<file path="config.mk">
export PLATFORM = sky130hd
export DESIGN_NAME = two_wire_unit
export DESIGN_NICKNAME = d
export VERILOG_FILES = /design/src/two_wire_pkg.sv /design/src/pin_sync.sv /design/src/two_wire_unit.sv
export SDC_FILE = /design/constraint.sdc
export NUM_CORES = 1
export LEC_CHECK = 0
export ABC_AREA = 1
export BUFFER_PORTS_ARGS = -buffer_cell sky130_fd_sc_hd__buf_2
export CORE_UTILIZATION = 40
export CTS_CLUSTER_DIAMETER = 150
export CTS_CLUSTER_SIZE = 8
export DETAILED_ROUTE_END_ITERATION = 16
export PLACE_DENSITY = 0.65
export SYNTH_ARGS = -nofsm -noshare
export SYNTH_HDL_FRONTEND = slang
export SYNTH_SLANG_ARGS = --single-unit
</file>
<file path="constraint.sdc">
create_clock -name aclk -period 2 [get_ports aclk]
set_clock_uncertainty 0.05 [all_clocks]
set_input_delay 0.1 -clock aclk [delete_from_list [all_inputs] [get_ports aclk]]
set_output_delay 0.1 -clock aclk [all_outputs]
set_load 0.005 [all_outputs]
</file>
<file path="src/two_wire_pkg.sv">
// Package with register map, field positions, status codes and timing constants.
package two_wire_pkg;
  localparam logic [3:0] ADDR_CONTROL = 4'h0;
  localparam logic [3:0] ADDR_STATUS  = 4'h4;
  localparam logic [3:0] ADDR_DATA    = 4'h8;
  localparam logic [3:0] ADDR_OWN     = 4'hC;
  localparam int BIT_FLAG   = 7;
  localparam int BIT_ACK    = 6;
  localparam int BIT_START  = 5;
  localparam int BIT_STOP   = 4;
  localparam int BIT_WCOL   = 3;
  localparam int BIT_EN     = 2;
  localparam int BIT_SLEEP  = 1;
  localparam logic [7:0] CONTROL_RST = 8'h00;
  localparam logic [7:0] OWN_RST     = 8'h00;
  localparam logic [7:0] ST_START    = 8'h08;
  localparam logic [7:0] ST_RSTART   = 8'h10;
  localparam logic [7:0] ST_ARB_LOST = 8'h38;
  localparam logic [7:0] ST_RA_ACK   = 8'h40;
  localparam logic [7:0] ST_RA_NACK  = 8'h48;
  localparam logic [7:0] ST_RD_ACK   = 8'h50;
  localparam logic [7:0] ST_RD_NACK  = 8'h58;
  localparam logic [7:0] ST_SW_ACK   = 8'h60;
  localparam logic [7:0] ST_SW_ARB   = 8'h68;
  localparam logic [7:0] ST_GC_ACK   = 8'h70;
  localparam logic [7:0] ST_GC_ARB   = 8'h78;
  localparam logic [7:0] ST_SD_ACK   = 8'h80;
  localparam logic [7:0] ST_SD_NACK  = 8'h88;
  localparam logic [7:0] ST_GD_ACK   = 8'h90;
  localparam logic [7:0] ST_GD_NACK  = 8'h98;
  localparam logic [7:0] ST_STOP_SL  = 8'hA0;
  localparam logic [7:0] ST_SLAVE_TX = 8'hA8;
  localparam logic [7:0] ST_IDLE     = 8'hF8;
  localparam logic [7:0] GC_ADDR     = 8'h00;
  localparam logic [1:0] RESP_OKAY   = 2'b00;
  localparam logic [1:0] RESP_SLVERR = 2'b10;
  localparam int CLK_MHZ = 125;
  localparam int BIT_HALF_NS = 5000;
  localparam int HALF_CYC = (BIT_HALF_NS * CLK_MHZ) / 1000;
endpackage : two_wire_pkg

</file>
<file path="src/pin_sync.sv">
`timescale 1ns/1ps
// Two-stage synchroniser with edge detection on the settled value.
module pin_sync (
  // Clock and reset
  input  wire logic aclk,
  input  wire logic aresetn,
  // Pin in and synchronised view
  input  wire logic pin,
  output logic      level,
  output logic      rise,
  output logic      fall
);
  logic meta_r;
  logic sync_r;
  logic last_r;

  always_ff @(posedge aclk) begin
    if (!aresetn) begin
      meta_r <= 1'b1;
      sync_r <= 1'b1;
      last_r <= 1'b1;
    end else begin
      meta_r <= pin;
      sync_r <= meta_r;
      last_r <= sync_r;
    end
  end

  assign level = sync_r;
  assign rise  = sync_r & ~last_r;
  assign fall  = ~sync_r & last_r;
endmodule : pin_sync

</file>
<file path="src/two_wire_unit.sv">
`timescale 1ns/1ps
// Two-wire master receiver and slave receiver with AXI4-Lite register access.

// Notes on behaviour
// After START status 08; address-plus-read loaded with flag write sends it, samples acknowledge.
// After repeated START status 10; write-form address switches to master transmitter; code quits master mode to idle with status 60, no flag.
// Arbitration lost gives 38; start request zero releases, one restarts when bus free.
// Read address acknowledged gives 40; next byte answered per ack enable.
// Read address not acknowledged gives 48; start/stop requests pick restart, stop, both.
// Byte received and acknowledged gives 50; ack enable chooses next answer.
// Byte received with NACK gives 58; requests select restart, stop or both.
// Own address upper seven bits; low bit enables general call address zero.
// Software prepares slave reception with enable and ack set, others zero.
// When addressed, direction zero selects slave receiver, else slave transmitter; code sets A8 and goes idle on any read-form address if ack enabled.
// Own address with write bit sets flag with a valid status code.
// Ack enable cleared mid-transfer gives NACK after next received byte.
// Ack enable zero ignores own address but bus is still monitored.
// Asleep with ack enable set, address match still happens and wakes.
// After match while asleep, clock held low until flag written one.
// Data register need not hold last bus byte after deep sleep wake.
// Addressed after lost arbitration gives 68 own or 78 general call; code never sets 68 or 78, master_r being always clear in the slave states.
// Software treats prescaler status bits as zero.
// Received byte valid in data register when flag sets; read while high.
// While flag set, clock stretched low, no bus action until flag written.
module two_wire_unit #(
  parameter int HALF_CYCLES = two_wire_pkg::HALF_CYC
) (
  // Clock and reset
  input  wire logic        aclk,
  input  wire logic        aresetn,
  // AXI4-Lite write
  input  wire logic [3:0]  s_axi_awaddr,
  input  wire logic        s_axi_awvalid,
  output logic             s_axi_awready,
  input  wire logic [31:0] s_axi_wdata,
  input  wire logic [3:0]  s_axi_wstrb,
  input  wire logic        s_axi_wvalid,
  output logic             s_axi_wready,
  output logic [1:0]       s_axi_bresp,
  output logic             s_axi_bvalid,
  input  wire logic        s_axi_bready,
  // AXI4-Lite read
  input  wire logic [3:0]  s_axi_araddr,
  input  wire logic        s_axi_arvalid,
  output logic             s_axi_arready,
  output logic [31:0]      s_axi_rdata,
  output logic [1:0]       s_axi_rresp,
  output logic             s_axi_rvalid,
  input  wire logic        s_axi_rready,
  // Bus pins, enable low means drive low
  input  wire logic        scl_i,
  output logic             scl_oe_n,
  input  wire logic        sda_i,
  output logic             sda_oe_n,
  // Wake request toward the power controller
  output logic             wake_req
);
  if (HALF_CYCLES < 4 || HALF_CYCLES > 65535) begin : g_bad_half
    $error("HALF_CYCLES out of range");
  end

  typedef enum logic [7:0] {
    S_IDLE  = 8'b00000001,
    S_START = 8'b00000010,
    S_SHIFT = 8'b00000100,
    S_ACK   = 8'b00001000,
    S_HOLD  = 8'b00010000,
    S_STOP  = 8'b00100000,
    S_SLAVE = 8'b01000000,
    S_SACK  = 8'b10000000
  } state_e;

  state_e      state_r;
  logic [7:0]  control_r, own_r, status_r, data_r, shift_r;
  logic [2:0]  bit_r;
  logic [15:0] tick_r;
  logic [1:0]  phase_r;
  logic        master_r, tx_r, addr_phase_r, gc_r, arb_r, busy_r, restart_pend_r;
  logic        scl_low_r, sda_low_r, ack_slot_r;
  logic        scl_s, scl_rise, scl_fall, sda_s, sda_rise, sda_fall;
  logic        aw_hold_r, w_hold_r;
  logic [3:0]  aw_addr_r;
  logic [7:0]  w_data_r;
  logic        wr_go, flag_clear, set_flag;
  logic [7:0]  set_status;
  logic        tick;

  pin_sync u_scl (.aclk(aclk), .aresetn(aresetn), .pin(scl_i),
                  .level(scl_s), .rise(scl_rise), .fall(scl_fall));
  pin_sync u_sda (.aclk(aclk), .aresetn(aresetn), .pin(sda_i),
                  .level(sda_s), .rise(sda_rise), .fall(sda_fall));

  wire start_cond = sda_fall & scl_s;
  wire stop_cond  = sda_rise & scl_s;
  wire flag       = control_r[two_wire_pkg::BIT_FLAG];
  wire ack_en     = control_r[two_wire_pkg::BIT_ACK];
  wire en         = control_r[two_wire_pkg::BIT_EN];

  // AXI4-Lite write: address and data are taken independently in either order.
  always_ff @(posedge aclk) begin
    if (!aresetn) begin
      aw_hold_r <= 1'b0;
      w_hold_r  <= 1'b0;
      aw_addr_r <= 4'h0;
      w_data_r  <= 8'h00;
      s_axi_bvalid <= 1'b0;
    end else begin
      if (s_axi_awvalid && s_axi_awready) begin
        aw_hold_r <= 1'b1;
        aw_addr_r <= s_axi_awaddr;
      end
      if (s_axi_wvalid && s_axi_wready) begin
        w_hold_r <= s_axi_wstrb[0];
        w_data_r <= s_axi_wdata[7:0];
      end
      if (s_axi_wvalid && s_axi_wready && !s_axi_wstrb[0]) w_hold_r <= 1'b1;
      if (wr_go) begin
        aw_hold_r    <= 1'b0;
        w_hold_r     <= 1'b0;
        s_axi_bvalid <= 1'b1;
      end else if (s_axi_bready) begin
        s_axi_bvalid <= 1'b0;
      end
    end
  end
  logic wstrb0_r;
  always_ff @(posedge aclk) begin
    if (!aresetn) wstrb0_r <= 1'b0;
    else if (s_axi_wvalid && s_axi_wready) wstrb0_r <= s_axi_wstrb[0];
  end
  assign s_axi_awready = !aw_hold_r && !s_axi_bvalid;
  assign s_axi_wready  = !w_hold_r && !s_axi_bvalid;
  assign s_axi_bresp   = two_wire_pkg::RESP_OKAY;
  assign wr_go = aw_hold_r && w_hold_r && !s_axi_bvalid;
  wire wr_en = wr_go && wstrb0_r;
  assign flag_clear = wr_en && aw_addr_r == two_wire_pkg::ADDR_CONTROL
                      && w_data_r[two_wire_pkg::BIT_FLAG];

  // AXI4-Lite read with a registered answer one cycle after the address.
  always_ff @(posedge aclk) begin
    if (!aresetn) begin
      s_axi_rvalid <= 1'b0;
      s_axi_rdata  <= 32'h0000_0000;
      s_axi_rresp  <= two_wire_pkg::RESP_OKAY;
    end else if (s_axi_arvalid && s_axi_arready) begin
      s_axi_rvalid <= 1'b1;
      s_axi_rresp  <= two_wire_pkg::RESP_OKAY;
      case (s_axi_araddr)
        two_wire_pkg::ADDR_CONTROL: s_axi_rdata <= {24'h000000, control_r};
        two_wire_pkg::ADDR_STATUS:  s_axi_rdata <= {24'h000000, status_r};
        two_wire_pkg::ADDR_DATA:    s_axi_rdata <= {24'h000000, data_r};
        two_wire_pkg::ADDR_OWN:     s_axi_rdata <= {24'h000000, own_r};
        default: begin
          s_axi_rdata <= 32'h0000_0000;
          s_axi_rresp <= two_wire_pkg::RESP_SLVERR;
        end
      endcase
    end else if (s_axi_rready) begin
      s_axi_rvalid <= 1'b0;
    end
  end
  assign s_axi_arready = !s_axi_rvalid;

  // Control: hardware set of the flag wins over a software clear in the same cycle.
  always_ff @(posedge aclk) begin
    if (!aresetn) begin
      control_r <= two_wire_pkg::CONTROL_RST;
      own_r     <= two_wire_pkg::OWN_RST;
    end else begin
      if (wr_en && aw_addr_r == two_wire_pkg::ADDR_OWN) own_r <= w_data_r;
      if (wr_en && aw_addr_r == two_wire_pkg::ADDR_CONTROL) begin
        control_r <= {1'b0, w_data_r[6:4], control_r[3], w_data_r[2:0]};
        control_r[two_wire_pkg::BIT_FLAG] <= flag & ~w_data_r[two_wire_pkg::BIT_FLAG];
        control_r[two_wire_pkg::BIT_WCOL] <= flag & ~w_data_r[two_wire_pkg::BIT_FLAG];
      end
      if (wr_en && aw_addr_r == two_wire_pkg::ADDR_DATA && flag && !flag_clear)
        control_r[two_wire_pkg::BIT_WCOL] <= 1'b0;
      if (wr_en && aw_addr_r == two_wire_pkg::ADDR_DATA && !flag)
        control_r[two_wire_pkg::BIT_WCOL] <= 1'b1;
      if (state_r == S_STOP && tick && phase_r == 2'd2)
        control_r[two_wire_pkg::BIT_STOP] <= 1'b0;
      if (set_flag) control_r[two_wire_pkg::BIT_FLAG] <= 1'b1;
    end
  end

  // Quarter-bit tick; held at zero in the idle and slave states, still running while the flag stretches the clock.
  always_ff @(posedge aclk) begin
    if (!aresetn || state_r == S_IDLE || state_r == S_SLAVE || state_r == S_SACK)
      tick_r <= 16'h0000;
    else if (tick) tick_r <= 16'h0000;
    else tick_r <= tick_r + 16'h0001;
  end
  assign tick = tick_r == 16'(HALF_CYCLES - 1);

  // Bus sequencer for master receive and slave receive.
  always_ff @(posedge aclk) begin
    if (!aresetn) begin
      state_r <= S_IDLE;
      status_r <= two_wire_pkg::ST_IDLE;
      data_r <= 8'h00;
      shift_r <= 8'h00;
      bit_r <= 3'd7;
      phase_r <= 2'd0;
      master_r <= 1'b0;
      tx_r <= 1'b0;
      addr_phase_r <= 1'b0;
      gc_r <= 1'b0;
      arb_r <= 1'b0;
      busy_r <= 1'b0;
      restart_pend_r <= 1'b0;
      scl_low_r <= 1'b0;
      sda_low_r <= 1'b0;
      set_flag <= 1'b0;
      ack_slot_r <= 1'b0;
    end else begin
      set_flag <= 1'b0;
      if (wr_en && aw_addr_r == two_wire_pkg::ADDR_DATA && flag) data_r <= w_data_r;
      if (start_cond) busy_r <= 1'b1;
      if (stop_cond) busy_r <= 1'b0;
      case (state_r)
        S_IDLE: begin
          scl_low_r <= 1'b0;
          sda_low_r <= 1'b0;
          if (en && !flag && control_r[two_wire_pkg::BIT_START] && !busy_r) begin
            state_r <= S_START;
            phase_r <= 2'd0;
          end else if (en && start_cond) begin
            state_r <= S_SLAVE;
            addr_phase_r <= 1'b1;
            bit_r <= 3'd7;
          end
        end
        S_START: if (tick) begin
          phase_r <= phase_r + 2'd1;
          if (phase_r == 2'd0) begin sda_low_r <= 1'b0; scl_low_r <= 1'b0; end
          if (phase_r == 2'd1) sda_low_r <= 1'b1;
          if (phase_r == 2'd2) begin
            scl_low_r <= 1'b1;
            master_r <= 1'b1;
            status_r <= restart_pend_r ? two_wire_pkg::ST_RSTART
                                       : two_wire_pkg::ST_START;
            restart_pend_r <= 1'b1;
            set_flag <= 1'b1;
            state_r <= S_HOLD;
          end
        end
        S_HOLD: begin
          scl_low_r <= 1'b1;
          if (flag_clear) begin
            phase_r <= 2'd0;
            bit_r <= 3'd7;
            if (!master_r) begin
              scl_low_r <= 1'b0;
              state_r <= S_SLAVE;
            end else if (status_r == two_wire_pkg::ST_START
                         || status_r == two_wire_pkg::ST_RSTART) begin
              tx_r <= 1'b1;
              shift_r <= data_r;
              addr_phase_r <= 1'b1;
              state_r <= S_SHIFT;
            end else if (status_r == two_wire_pkg::ST_ARB_LOST) begin
              master_r <= 1'b0;
              scl_low_r <= 1'b0;
              restart_pend_r <= 1'b0;
              state_r <= S_IDLE;
            end else if (w_data_r[two_wire_pkg::BIT_STOP]) begin
              state_r <= S_STOP;
            end else if (w_data_r[two_wire_pkg::BIT_START]) begin
              state_r <= S_START;
            end else begin
              tx_r <= 1'b0;
              addr_phase_r <= 1'b0;
              state_r <= S_SHIFT;
            end
          end
        end
        S_SHIFT: if (tick) begin
          phase_r <= phase_r + 2'd1;
          case (phase_r)
            2'd0: sda_low_r <= tx_r & ~shift_r[7];
            2'd1: scl_low_r <= 1'b0;
            2'd2: begin
              if (tx_r && shift_r[7] && !sda_s) begin
                arb_r <= 1'b1;
                sda_low_r <= 1'b0;
              end
              shift_r <= {shift_r[6:0], sda_s};
            end
            default: begin
              scl_low_r <= 1'b1;
              if (arb_r) begin
                arb_r <= 1'b0;
                status_r <= two_wire_pkg::ST_ARB_LOST;
                set_flag <= 1'b1;
                state_r <= S_HOLD;
              end else if (bit_r == 3'd0) begin
                sda_low_r <= ~tx_r & ack_en;
                state_r <= S_ACK;
              end else bit_r <= bit_r - 3'd1;
            end
          endcase
        end
        S_ACK: if (tick) begin
          phase_r <= phase_r + 2'd1;
          if (phase_r == 2'd1) scl_low_r <= 1'b0;
          if (phase_r == 2'd2 && tx_r) begin
            if (addr_phase_r && !data_r[0]) status_r <= two_wire_pkg::ST_RA_NACK;
            else status_r <= sda_s ? two_wire_pkg::ST_RA_NACK
                                   : two_wire_pkg::ST_RA_ACK;
          end
          if (phase_r == 2'd2 && !tx_r) begin
            data_r <= shift_r;
            status_r <= sda_low_r ? two_wire_pkg::ST_RD_ACK
                                  : two_wire_pkg::ST_RD_NACK;
          end
          if (phase_r == 2'd3) begin
            scl_low_r <= 1'b1;
            sda_low_r <= 1'b0;
            if (tx_r && !data_r[0]) begin
              master_r <= 1'b0;
              status_r <= two_wire_pkg::ST_SW_ACK;
              state_r <= S_IDLE;
            end else begin
              set_flag <= 1'b1;
              state_r <= S_HOLD;
            end
          end
        end
        S_STOP: if (tick) begin
          phase_r <= phase_r + 2'd1;
          if (phase_r == 2'd0) sda_low_r <= 1'b1;
          if (phase_r == 2'd1) scl_low_r <= 1'b0;
          if (phase_r == 2'd2) begin
            sda_low_r <= 1'b0;
            master_r <= 1'b0;
            restart_pend_r <= 1'b0;
            status_r <= two_wire_pkg::ST_IDLE;
            state_r <= S_IDLE; // then starts again if requested
          end
        end
        S_SLAVE: begin
          ack_slot_r <= 1'b0;
          if (stop_cond) begin
            state_r <= S_IDLE;
          end else if (scl_rise) begin
            shift_r <= {shift_r[6:0], sda_s};
            if (bit_r == 3'd0) state_r <= S_SACK;
            else bit_r <= bit_r - 3'd1;
          end
        end
        default: begin // S_SACK: acknowledge low phase
          // The slot flag tells the last bit clock from the acknowledge clock, even after a NACK.
          if (scl_fall && !ack_slot_r) begin
            ack_slot_r <= 1'b1;
            gc_r <= addr_phase_r ? shift_r[7:1] == 7'h00 : gc_r;
            if (addr_phase_r && ack_en && shift_r[0]) begin
              status_r <= two_wire_pkg::ST_SLAVE_TX;
              state_r <= S_IDLE;
            end else if (addr_phase_r && ack_en && (shift_r[7:1] == own_r[7:1]
                || (shift_r == two_wire_pkg::GC_ADDR && own_r[0]))) begin
              sda_low_r <= 1'b1;
              status_r <= (shift_r == two_wire_pkg::GC_ADDR)
                ? (master_r ? two_wire_pkg::ST_GC_ARB : two_wire_pkg::ST_GC_ACK)
                : (master_r ? two_wire_pkg::ST_SW_ARB : two_wire_pkg::ST_SW_ACK);
            end else if (!addr_phase_r) begin
              sda_low_r <= ack_en;
              if (control_r[two_wire_pkg::BIT_SLEEP] == 1'b0) data_r <= shift_r;
              status_r <= gc_r ? (ack_en ? two_wire_pkg::ST_GD_ACK : two_wire_pkg::ST_GD_NACK)
                               : (ack_en ? two_wire_pkg::ST_SD_ACK : two_wire_pkg::ST_SD_NACK);
            end else begin
              state_r <= S_IDLE;
            end
          end else if (scl_fall) begin
            sda_low_r <= 1'b0;
            scl_low_r <= 1'b1;
            master_r <= 1'b0;
            addr_phase_r <= 1'b0;
            bit_r <= 3'd7;
            set_flag <= 1'b1;
            state_r <= S_HOLD;
          end
        end
      endcase
    end
  end

  // Registered pin drives and wake request.
  always_ff @(posedge aclk) begin
    if (!aresetn) begin
      scl_oe_n <= 1'b1;
      sda_oe_n <= 1'b1;
      wake_req <= 1'b0;
    end else begin
      scl_oe_n <= ~scl_low_r;
      sda_oe_n <= ~sda_low_r;
      wake_req <= control_r[two_wire_pkg::BIT_SLEEP] & flag;
    end
  end

  chk_flag_stretch: assert property (@(posedge aclk) disable iff (!aresetn)
    (state_r == S_HOLD) [*3] |-> !scl_oe_n) else $error("clock not stretched in hold");
  chk_start_status: assert property (@(posedge aclk) disable iff (!aresetn)
    set_flag && $past(state_r) == S_START && !$past(restart_pend_r)
      |-> status_r == two_wire_pkg::ST_START) else $error("bad start status");
  chk_flag_sets: assert property (@(posedge aclk) disable iff (!aresetn)
    set_flag |=> flag) else $error("flag not set");
  chk_stop_clears: assert property (@(posedge aclk) disable iff (!aresetn)
    state_r == S_STOP && $changed(state_r) |-> ##[1:600] !control_r[two_wire_pkg::BIT_STOP])
    else $error("stop request not cleared");
  chk_nack_no_ack: assert property (@(posedge aclk) disable iff (!aresetn)
    state_r == S_SHIFT && phase_r == 2'd3 && tick && bit_r == 3'd0 && !tx_r && !ack_en
      |=> !sda_low_r) else $error("ack driven with enable off");
  chk_arb_status: assert property (@(posedge aclk) disable iff (!aresetn)
    arb_r && state_r == S_SHIFT && phase_r == 2'd3 && tick
      |=> status_r == two_wire_pkg::ST_ARB_LOST) else $error("bad arbitration status");
  chk_rd_status: assert property (@(posedge aclk) disable iff (!aresetn)
    state_r == S_ACK && phase_r == 2'd2 && tick && !tx_r && sda_low_r
      |=> status_r == two_wire_pkg::ST_RD_ACK) else $error("bad read status");
  chk_wake_flag: assert property (@(posedge aclk) disable iff (!aresetn)
    wake_req |-> $past(flag)) else $error("wake without flag");
  cov_start: cover property (@(posedge aclk) status_r == two_wire_pkg::ST_START);
  cov_read: cover property (@(posedge aclk) status_r == two_wire_pkg::ST_RD_NACK);
  cov_slave: cover property (@(posedge aclk) status_r == two_wire_pkg::ST_SW_ACK);
endmodule : two_wire_unit
</file>
# Word-level counts from Yosys, hierarchy flattened
# Index checks and enable logic that the tools add are counted.
# W data, S select, Z words.
[op_classes] bitwise=29 n_eq_ne=72 n_mul=0 magnitude_cmp=0 n_addsub=3 n_mux=173 n_reduce_logical=105 div_mod_pow=0 n_shift=0
[ops] operator="$mux W8" count=53
[ops] operator="$mux W1" count=72
[ops] operator="$pmux W8 S7" count=1
[ops] operator="$ne A2 B2 Y1 const B" count=22
[ops] operator="$pmux W8 S5" count=1
[ops] operator="$mux W3" count=12
[ops] operator="$logic_and A1 B1 Y1" count=33
[ops] operator="$reduce_and A11 Y1" count=3
[ops] operator="$pmux W8 S4" count=1
[ops] operator="$mux W4" count=7
[ops] operator="$ne A3 B3 Y1 const B" count=8
[ops] operator="$pmux W8 S3" count=1
[ops] operator="$mux W5" count=4
[ops] operator="$not A1 Y1" count=19
[ops] operator="$mux W6" count=3
[ops] operator="$reduce_and A9 Y1" count=2
[ops] operator="$add A16 B1 Y16 const B" count=1
[ops] operator="$eq A16 B10 Y1 const B" count=1
[ops] operator="$eq A4 B4 Y1 const B" count=4
[ops] operator="$eq A8 B4 Y1 const B" count=2
[ops] operator="$eq A8 B5 Y1 const B" count=2
[ops] operator="$eq A8 B6 Y1 const B" count=2
[ops] operator="$pmux W8 S2" count=1
[ops] operator="$reduce_and A16 Y1" count=1
[ops] operator="other kinds (59)" count=126
[totals] memories=0 mem_bits_rw=0 output_inout_bits=44 regBits=140 latchBits=0 in_bits=53 mem_bits_ro=0

# Longest topological paths before layout
# Gate-level depths: netlist of the first run.
[logic_depth] ltp_word=12 depth_mapped=15 ltp_nobuf=15

# Hierarchy
# From an unflattened synthesis of the first run, not the netlist that was laid out.
[hier_totals] hier_cells=1017 hier_area_um2=6730.2
[by_module_without_submodules] module="two_wire_unit" cells_each=993 seq_area_each_um2=2182.1 instances=1 area_per_inst_um2=6542.5
[by_module_without_submodules] module="pin_sync" cells_each=12 seq_area_each_um2=60.1 instances=2 area_per_inst_um2=93.8

# Least setup slack after synthesis of the first run
# Ideal clock, no wire load.
[synth_timing] path_kind="reg-to-reg" start="register phase_r[0]" end="register state_r[0]" n_path_buf=0 setup_time_ns=0.130 setup_slack_ns=0.045 period_less_slack_ns=1.955 arrival_time_ns=1.776 path_stages_with_launch=14 cell_sequence="dfxtp_1 inv_1 ha_1 clkinv_1 nand3_1 nand2_1 nor2_1 nand2_1 nor2_1 nand2_1 nor2_4 nand2_1 nand2_1 nand3_1"
[synth_via] elab_chain_len=4 word_cells_on_any_way=10
[synth_rtl] item="from (decl)" line="two_wire_unit.sv:77" rtl="logic [1:0] phase_r;"
[synth_rtl] item="from (signal assigned)" line="two_wire_unit.sv:234" rtl="phase_r <= phase_r + 2'd1;"
[synth_rtl] item="from (signal assigned)" line="two_wire_unit.sv:278" rtl="phase_r <= phase_r + 2'd1;"
[synth_rtl] item="from (signal assigned)" line="two_wire_unit.sv:304" rtl="phase_r <= phase_r + 2'd1;"
[synth_rtl] item="$eq A2 B1 Y1, or another cell as far along" line="two_wire_unit.sv:279" rtl="case (phase_r)"
[synth_rtl] item="$reduce_or A3 Y1 (no source line)"
[synth_rtl] item="$ne A2 B2 Y1 (no source line)"
[synth_rtl] item="$reduce_and A16 Y1 (no source line) (*)"
[synth_rtl] item="to (signal assigned)" line="two_wire_unit.sv:273" rtl="state_r <= S_SHIFT;"
[synth_rtl] item="to (signal assigned)" line="two_wire_unit.sv:295" rtl="state_r <= S_HOLD;"
[synth_rtl] item="to (signal assigned)" line="two_wire_unit.sv:298" rtl="state_r <= S_ACK;"
[synth_rtl] item="to (decl)" line="two_wire_unit.sv:73" rtl="state_e state_r;"
# Every way passes the cells marked *; elsewhere a longest branch is shown, timed or not.
# A chain may end at the register's enable or synchronous reset.

# Worst setup path after layout of the first run
[layout_timing] start="register state_r[3]" end="register state_r[4]"
[layout_via] elab_chain_len=3 word_cells_on_any_way=25
[layout_rtl] item="from (signal assigned)" line="two_wire_unit.sv:198" rtl="state_r <= S_IDLE;"
[layout_rtl] item="from (signal assigned)" line="two_wire_unit.sv:225" rtl="state_r <= S_START;"
[layout_rtl] item="from (signal assigned)" line="two_wire_unit.sv:228" rtl="state_r <= S_SLAVE;"
[layout_rtl] item="$eq A8 B6 Y1, or another cell as far along" line="two_wire_unit.sv:220" rtl="case (state_r)"
[layout_rtl] item="$ne A10 B6 Y1 (no source line), or another cell as far along"
[layout_rtl] item="$reduce_and A16 Y1 (no source line)"
# Parallel ways exist; a longest one is shown, timed or not.

==> results of run 1 <==
## area by class of cell
type,count,area (um^2),area share (%)
multi-input cells,731,3820,44.3
clock buffers,17,425,4.94
flip-flops and latches,115,2330,27.0
repair buffers,153,1120,13.0
well taps,216,270,3.14
inverters,126,494,5.73
clock inverters,15,161,1.87
## power groups by stage
stage,clock [mW],sequential [mW],combinational (mW)
6_report,3.06,2.70,3.12
3_5_place_dp,0,2.72,2.67
2_1_floorplan,0,2.71,1.90
3_3_place_gp,0,2.72,2.66
4_1_cts,3.09,2.67,2.75
5_1_grt,3.23,2.74,3.47
## placed cells by master (no fill, tap or decap), types with 5 or more instances in the layout
cell type	n
inv_1	108
ha_1	6
dlygate4sd3_1	21
o21ai_0	68
nand4_1	15
inv_8	5
dfxtp_1	97
o2111ai_1	7
a21oi_1	78
buf_2	42
inv_6	8
nor3_1	20
a31oi_1	6
nor2_1	99
clkbuf_16	17
nand2_2	28
dfxtp_2	17
nand3_1	69
nand2_1	201
nor2_2	26
conb_1	27
nand3_2	6
buf_4	87
or2_2	5
nor2_4	14
inv_2	11
## stage by stage
stage,area [um^2],hold slack (ps)
finish,8620,61.5
global route,8620,106
CTS,8290,44.3
detailed placement,7470,241
global placement,7470,240
floorplan,6660,157
## metal layers
layer	vias to the layer above	share of wire [%]	track usage (%)
li1	3487	-	-
met5	-	0	0
met2	256	44	36.9
met3	35	6.6	5.45
met1	3123	47	32.7
met4	0	2.3	9.51
## worst min-delay path, stage by stage
cell and delay [ps]:
buf_2 80, nor2_1 60, inv_1 100, nor2_1 80, nor2_1 90
## repair_timing
action	4_1_cts	5_1_grt
pin swaps	1	32
hold buffers	21	0
cloned	0	1
endpoints found under the setup margin	10	45
setup buffers	1	10
resized for setup	5	95
hold endpoints to repair	19	0
## cell families (layout without fill, tap and decap cells)
group / Yosys count / in the layout / share of synthesized area [%]
other: 1 / 27 / 0.0572
and+or+nand+nor: 509 / 510 / 36.2
xor gates and xnor gates: 5 / 5 / 0.668
adders and majority gates: 9 / 9 / 1.72
DFF: 115 / 115 / 35.1
buffers and inverters: 170 / 311 / 11.5
AOI/OAI and AO/OA: 180 / 180 / 14.8
## final timing paths
kind                           startpoint                          end  cells after the start
setup / recovery  state_r[3]$_SDFFE_PN0P_      state_r[4]$_SDFFE_PN0P_                     13
hold / removal            s_axi_araddr[0]  s_axi_rresp[1]$_SDFFE_PN0P_                      5
setup reg to reg  state_r[3]$_SDFFE_PN0P_      state_r[4]$_SDFFE_PN0P_                     13
hold reg to reg   u_scl.meta_r$_SDFF_PN1_       u_scl.level$_SDFF_PN1_                      1
==> parameters.txt, run 1 <==
Parameter                              Value

Outcome
  Result of the run    completed

Place
  Cell total after placement    1308
  Final GP Congestion    0.989
  Final HPWL DP    14400 um
  # port buffers    42
  DP Worst Slack    -73.3 ps

STA
  Slew Viols, Final    0
  Final Hold Fails    0
  Number of endpoints failing setup at the final stage    0
  Fin worst setup slack    40.7 ps
  Minimum period implied by the final worst setup slack    1960 ps
  Upper clock frequency limit    510 MHz
  Post-route fraction of the period consumed by the critical path    98.0%
  Unrepaired setup endpoints after global routing    yes
  Final-layout setup total negative slack    0 ps

Final layout
  Register name with the most flops    tick_r
  Antenna cells    0
  FILL cells    1560
  Area growth from synthesis to layout    31.4%
  Count of placed standard cells in the final layout, fillers left out    1373
  Final cell utilization of the core    54.1%
  Flip-flop count of the largest register after layout    16
  Fraction of layout cells with a size suffix above 1    26.3%
  Final #Nets    1206

GRT
  Global-route wire length before repair    31300 um
  Final global-route overflow total    0
  Number of global-route vias before repair    6264
  Pin count of the biggest net entering global routing    47
  GR Util All Layers    24.1%
  Antenna violations before repair    0

Power
  Total net switching power    3.39 mW
  Clock power share    34.4%
  Power density normalized to cell area    1030 nW/um^2
  Internal power    5.49 mW
  Sequential group share of total power    30.5%
  Maximum vdd drop    0.675 mV
  Total power    8.88 mW
  Fraction of power spent switching nets    38.1%
  Standby leakage power    3.83 nW
  Combinational fraction of design power    35.1%

Clock tree
  Clk sink count    115
  Num CTS Buffers    17
  Buffer cell driving the clock tree root    clkbuf_16
  Clock latency of the later-clocked register in the worst-skew pair    430 ps
  Maximum clock insertion buffer count    2
  Number of levels the H-tree was split into    4
  TritonCTS clock tree    yes
  Post-CTS clock slew at the launch and capture registers of the worst setup and hold paths    60 ps

Yosys
  Post-synth EDFFs    0
  Cell types with the largest area share after synthesis    dfxtp_1 35%, nand2_1 13%, nor2_1 7.0%
  Most numerous cell types in the synthesized netlist    224 x nand2_1, 123 x nor2_1, 115 x dfxtp_1
  Synth warn    0
  Cell accounting for the most synthesized area    dfxtp_1
  Cells after synthesis    989
  Syn Std Cell Area    6560 um^2
  Share of async-settable or async-resettable flops after synthesis    0%
  Cell with the most instances after synthesis    nand2_1
  Post-Syn Area per Cell    6.63 um^2
  Portion of synthesized cell area occupied by the leading cell type    35.1%
  Post-synthesis register bit count    115
  Leading register cell type out of synthesis    dfxtp_1
  Sequential fraction of the synthesis area    35.1%
  Library cells used by synthesis    49

Setup path
  Kind of start point of the critical path    register
  Cell-by-cell listing of the critical path    buf_4, nand2_1, nor2_2, nand2_4, buf_12, buf_4, nor2_1, nor3_1, nand2_1, nand2_2, nand3_2, nand2_1, nor2_1
  Maximum fanout count along the critical path    4
  WP data arrival    2260 ps
  Reg2reg setup slack    40 ps
  CP endpoint kind    register
  Number of buffers and inverters on the critical path    3
  Most frequent cell on the critical path    nand2_1
  Largest stage delay, worst path    350 ps
  Endpoint required time on the critical path    2310 ps
  Cell at the slowest stage of the critical path    dfxtp_2
  Cell type group with the largest total delay on the critical path    simple AND/OR/NAND/NOR gates
  Crit Path Class    reg2reg

Drt
  Number of iterations in the first detailed-routing pass    7
  Iter 0 DRT Violations    618
  Average detailed-routed wire length per instance    14.2 um
  Detailed-route DRC error count    0
  Via total after detailed routing    6901
  Post-detailed-route via-to-cell ratio    5.03
  Remaining antenna violation count after routing    0
  WL final    19500 um

Flow run
  Number of max-cap violations    0

Floorplan
  Floorplan die height    130 um
  Area of the die    16900 um^2
  Initial core utilization    41.2%
  Boundary pin count    97
  Area of the placeable core    15900 um^2
  Die width    130 um
  Number of rows in the core area    46

Min path
  Class of the tightest hold or removal check    in2reg
Note: power is estimated with default switching activity, not from simulation.
==> inputs of run 2 (changes only) <==
--- a/config.mk
+++ b/config.mk
@@ -7,6 +7,7 @@
 export LEC_CHECK = 0
 export ABC_AREA = 1
 export BUFFER_PORTS_ARGS = -buffer_cell sky130_fd_sc_hd__buf_2
+export CORE_ASPECT_RATIO = 0.6
 export CORE_UTILIZATION = 40
 export CTS_CLUSTER_DIAMETER = 150
 export CTS_CLUSTER_SIZE = 8
==> parameters.txt, run 2 (synthesis results as in run 1) <==
Parameter                              Value

GRT
  Final global-route overflow total    0 (unchanged)
  Pin count of the biggest net entering global routing    35 (-26%)
  Global-route wire length before repair    34300 um (+9.7%)
  Number of global-route vias before repair    6423 (+2.5%)
  Antenna violations before repair    0 (unchanged)
  GR Util All Layers    26.6% (+2.5 points)

Floorplan
  Initial core utilization    41.9% (+0.70 points)
  Boundary pin count    97 (unchanged)
  Die width    167 um (+29%)
  Floorplan die height    101 um (-22%)
  Area of the placeable core    15700 um^2 (-1.7%)
  Area of the die    16900 um^2 (about the same)
  Number of rows in the core area    35 (-24%)

STA
  Final hold slack    59.4 ps (-2.02 ps)
  Worst relative slew slack    63.8%
  Upper clock frequency limit    505 MHz (-1.1%)
  Final Hold Fails    0 (unchanged)
  Minimum period implied by the final worst setup slack    1980 ps (+22.1 ps)
  Final-layout setup total negative slack    0 ps (unchanged)
  Fin worst setup slack    18.6 ps (-22.1 ps)
  Unrepaired setup endpoints after global routing    yes
  Slew Viols, Final    0 (unchanged)
  Number of endpoints failing setup at the final stage    0 (unchanged)
  Least-Margin Pin Slew    541 ps
  Post-route fraction of the period consumed by the critical path    99.1% (+1.1 points)

Place
  Final HPWL DP    16700 um (+15%)
  Final GP Congestion    0.983 (-0.58%)
  # port buffers    42 (unchanged)
  DP Worst Slack    -82.6 ps (-9.29 ps)

Clock tree
  Clock latency of the later-clocked register in the worst-skew pair    430 ps (about the same)
  Num CTS Buffers    17 (unchanged)
  Maximum clock insertion buffer count    2 (unchanged)
  Clk sink count    115 (unchanged)
  TritonCTS clock tree    yes
  Buffer cell driving the clock tree root    clkbuf_16
  Number of levels the H-tree was split into    4 (unchanged)
  Post-CTS clock slew at the launch and capture registers of the worst setup and hold paths    70 ps (about the same)

Setup path
  Endpoint required time on the critical path    2270 ps (-40 ps)
  WP data arrival    2250 ps (about the same)
  CP endpoint kind    register
  Kind of start point of the critical path    register
  Cell-by-cell listing of the critical path    nor2_4, nand2_8, inv_4, nand2_4, nand2_4, buf_4, nor2_1, nand4_1, nor2_1, nor2_2, buf_6, nor2_1, nor2_1
  Most frequent cell on the critical path    nor2_1
  Maximum fanout count along the critical path    7 (+3)
  Reg2Reg Depth    13 (unchanged)
  Crit Path Class    reg2reg
  Cell at the slowest stage of the critical path    dfxtp_4
  Largest stage delay, worst path    370 ps (+20 ps)

Final layout
  Final #Nets    1221 (+1.2%)
  FILL cells    1526 (-2.2%)
  Multi-input gate area in the final layout    3920 um^2 (+2.8%)
  Area growth from synthesis to layout    34.6%
  Flip-flop count of the largest register after layout    16 (unchanged)
  Leading cell types in the layout, fill and taps excluded    203 x nand2_1, 108 x nor2_1, 105 x inv_1, 102 x buf_4, 96 x dfxtp_1
  Most common cell after layout, fill and taps aside    nand2_1
  Register name with the most flops    tick_r
  Fraction of layout cells with a size suffix above 1    27.0% (+0.69 points)
  Antenna cells    0 (unchanged)
  FF+latch area    2340 um^2 (+0.48%)

Drt
  Post-detailed-route via-to-cell ratio    5.25 (+4.5%)
  Average detailed-routed wire length per instance    16.4 um (+16%)
  WL final    22500 um (+16%)
  Detailed-route DRC error count    0 (unchanged)
  Number of iterations in the first detailed-routing pass    7 (unchanged)
  Via total after detailed routing    7221 (+4.6%)
  Iter 0 DRT Violations    778 (+26%)
  Remaining antenna violation count after routing    0 (unchanged)

Outcome
  Result of the run    completed

Power
  Power density normalized to cell area    1050 nW/um^2 (+1.9%)
  Standby leakage power    3.99 nW (+4.0%)
  Maximum vdd drop    0.551 mV (-18%)

Min path
  Class of the tightest hold or removal check    in2reg
  Cell depth of the worst min-delay path    5 (unchanged)

Flow run
  Number of max-cap violations    0 (unchanged)
run 2: cell count changes in the layout (fill, tap and decap cells not counted), sizes merged:
cell	change
clkinv	+2
inv	-1
buf	+15
clkinvlp	-1
run 2: layer usage:
layer  routed length [um]  track usage (%)  vias up
li1                     -                -     3520
met1                11100             39.3     3314
met2                 8250             33.8      354
met3                 2920             13.0       31
met4                  265             4.73        2
met5                   50                0        -
run 2: per-stage QoR:
step / power, mW / cell area (um^2) / instances / utilization, %
2_1_floorplan: 4.61 / 6660 / 1015 / -
3_3_place_gp: 5.65 / 7590 / 1313 / 48.4
3_5_place_dp: 5.67 / 7590 / 1313 / 48.4
4_1_cts: 8.84 / 8470 / 1370 / 54.0
5_1_grt: 9.73 / 8830 / 1375 / 56.3
6_report: 9.26 / 8830 / 1375 / 56.3
run 2: final cells by class:
class,count,share of cell area (%)
Tap cell,203,2.88
Timing Repair Buffer,168,14.0
Inverter,126,5.60
Clock inverter,15,1.81
Clock buffer,17,4.82
Multi-Input combinational cell,731,44.4
Sequential cell,115,26.5
run 2: final timing paths:
path                                               from                          end  slack (ps)
worst max-delay path            state_r[5]$_SDFFE_PN0P_      state_r[2]$_SDFFE_PN0P_          20
worst min-delay path                    s_axi_araddr[0]  s_axi_rresp[1]$_SDFFE_PN0P_          60
worst max register to register  state_r[5]$_SDFFE_PN0P_      state_r[2]$_SDFFE_PN0P_          20
worst min register to register   sda_low_r$_SDFFE_PN0P_          sda_oe_n$_SDFF_PN1_         360
run 2: report_power, final:
part	switching, mW	leakage, nW	internal (mW)
logic	2.14	2.76	1.32
registers	0.199	0.945	2.53
clock network	1.30	0.282	1.76
run 2: repair_timing:
action | 4_1_cts | 5_1_grt
resized for setup | 21 | 101
endpoints found under the hold margin | 19 | 0
setup buffers | 3 | 5
hold buffers | 21 | 0
gates cloned | 1 | 0
endpoints found under the setup margin | 37 | 45
pin swaps | 7 | 29
run 2: worst max-delay path, delay by kind of cell (launching register included):
kind / cells / cell delay, ps
and+or+nand+nor: 10 / 1130
DFF: 1 / 370
buffers and inverters: 3 / 320
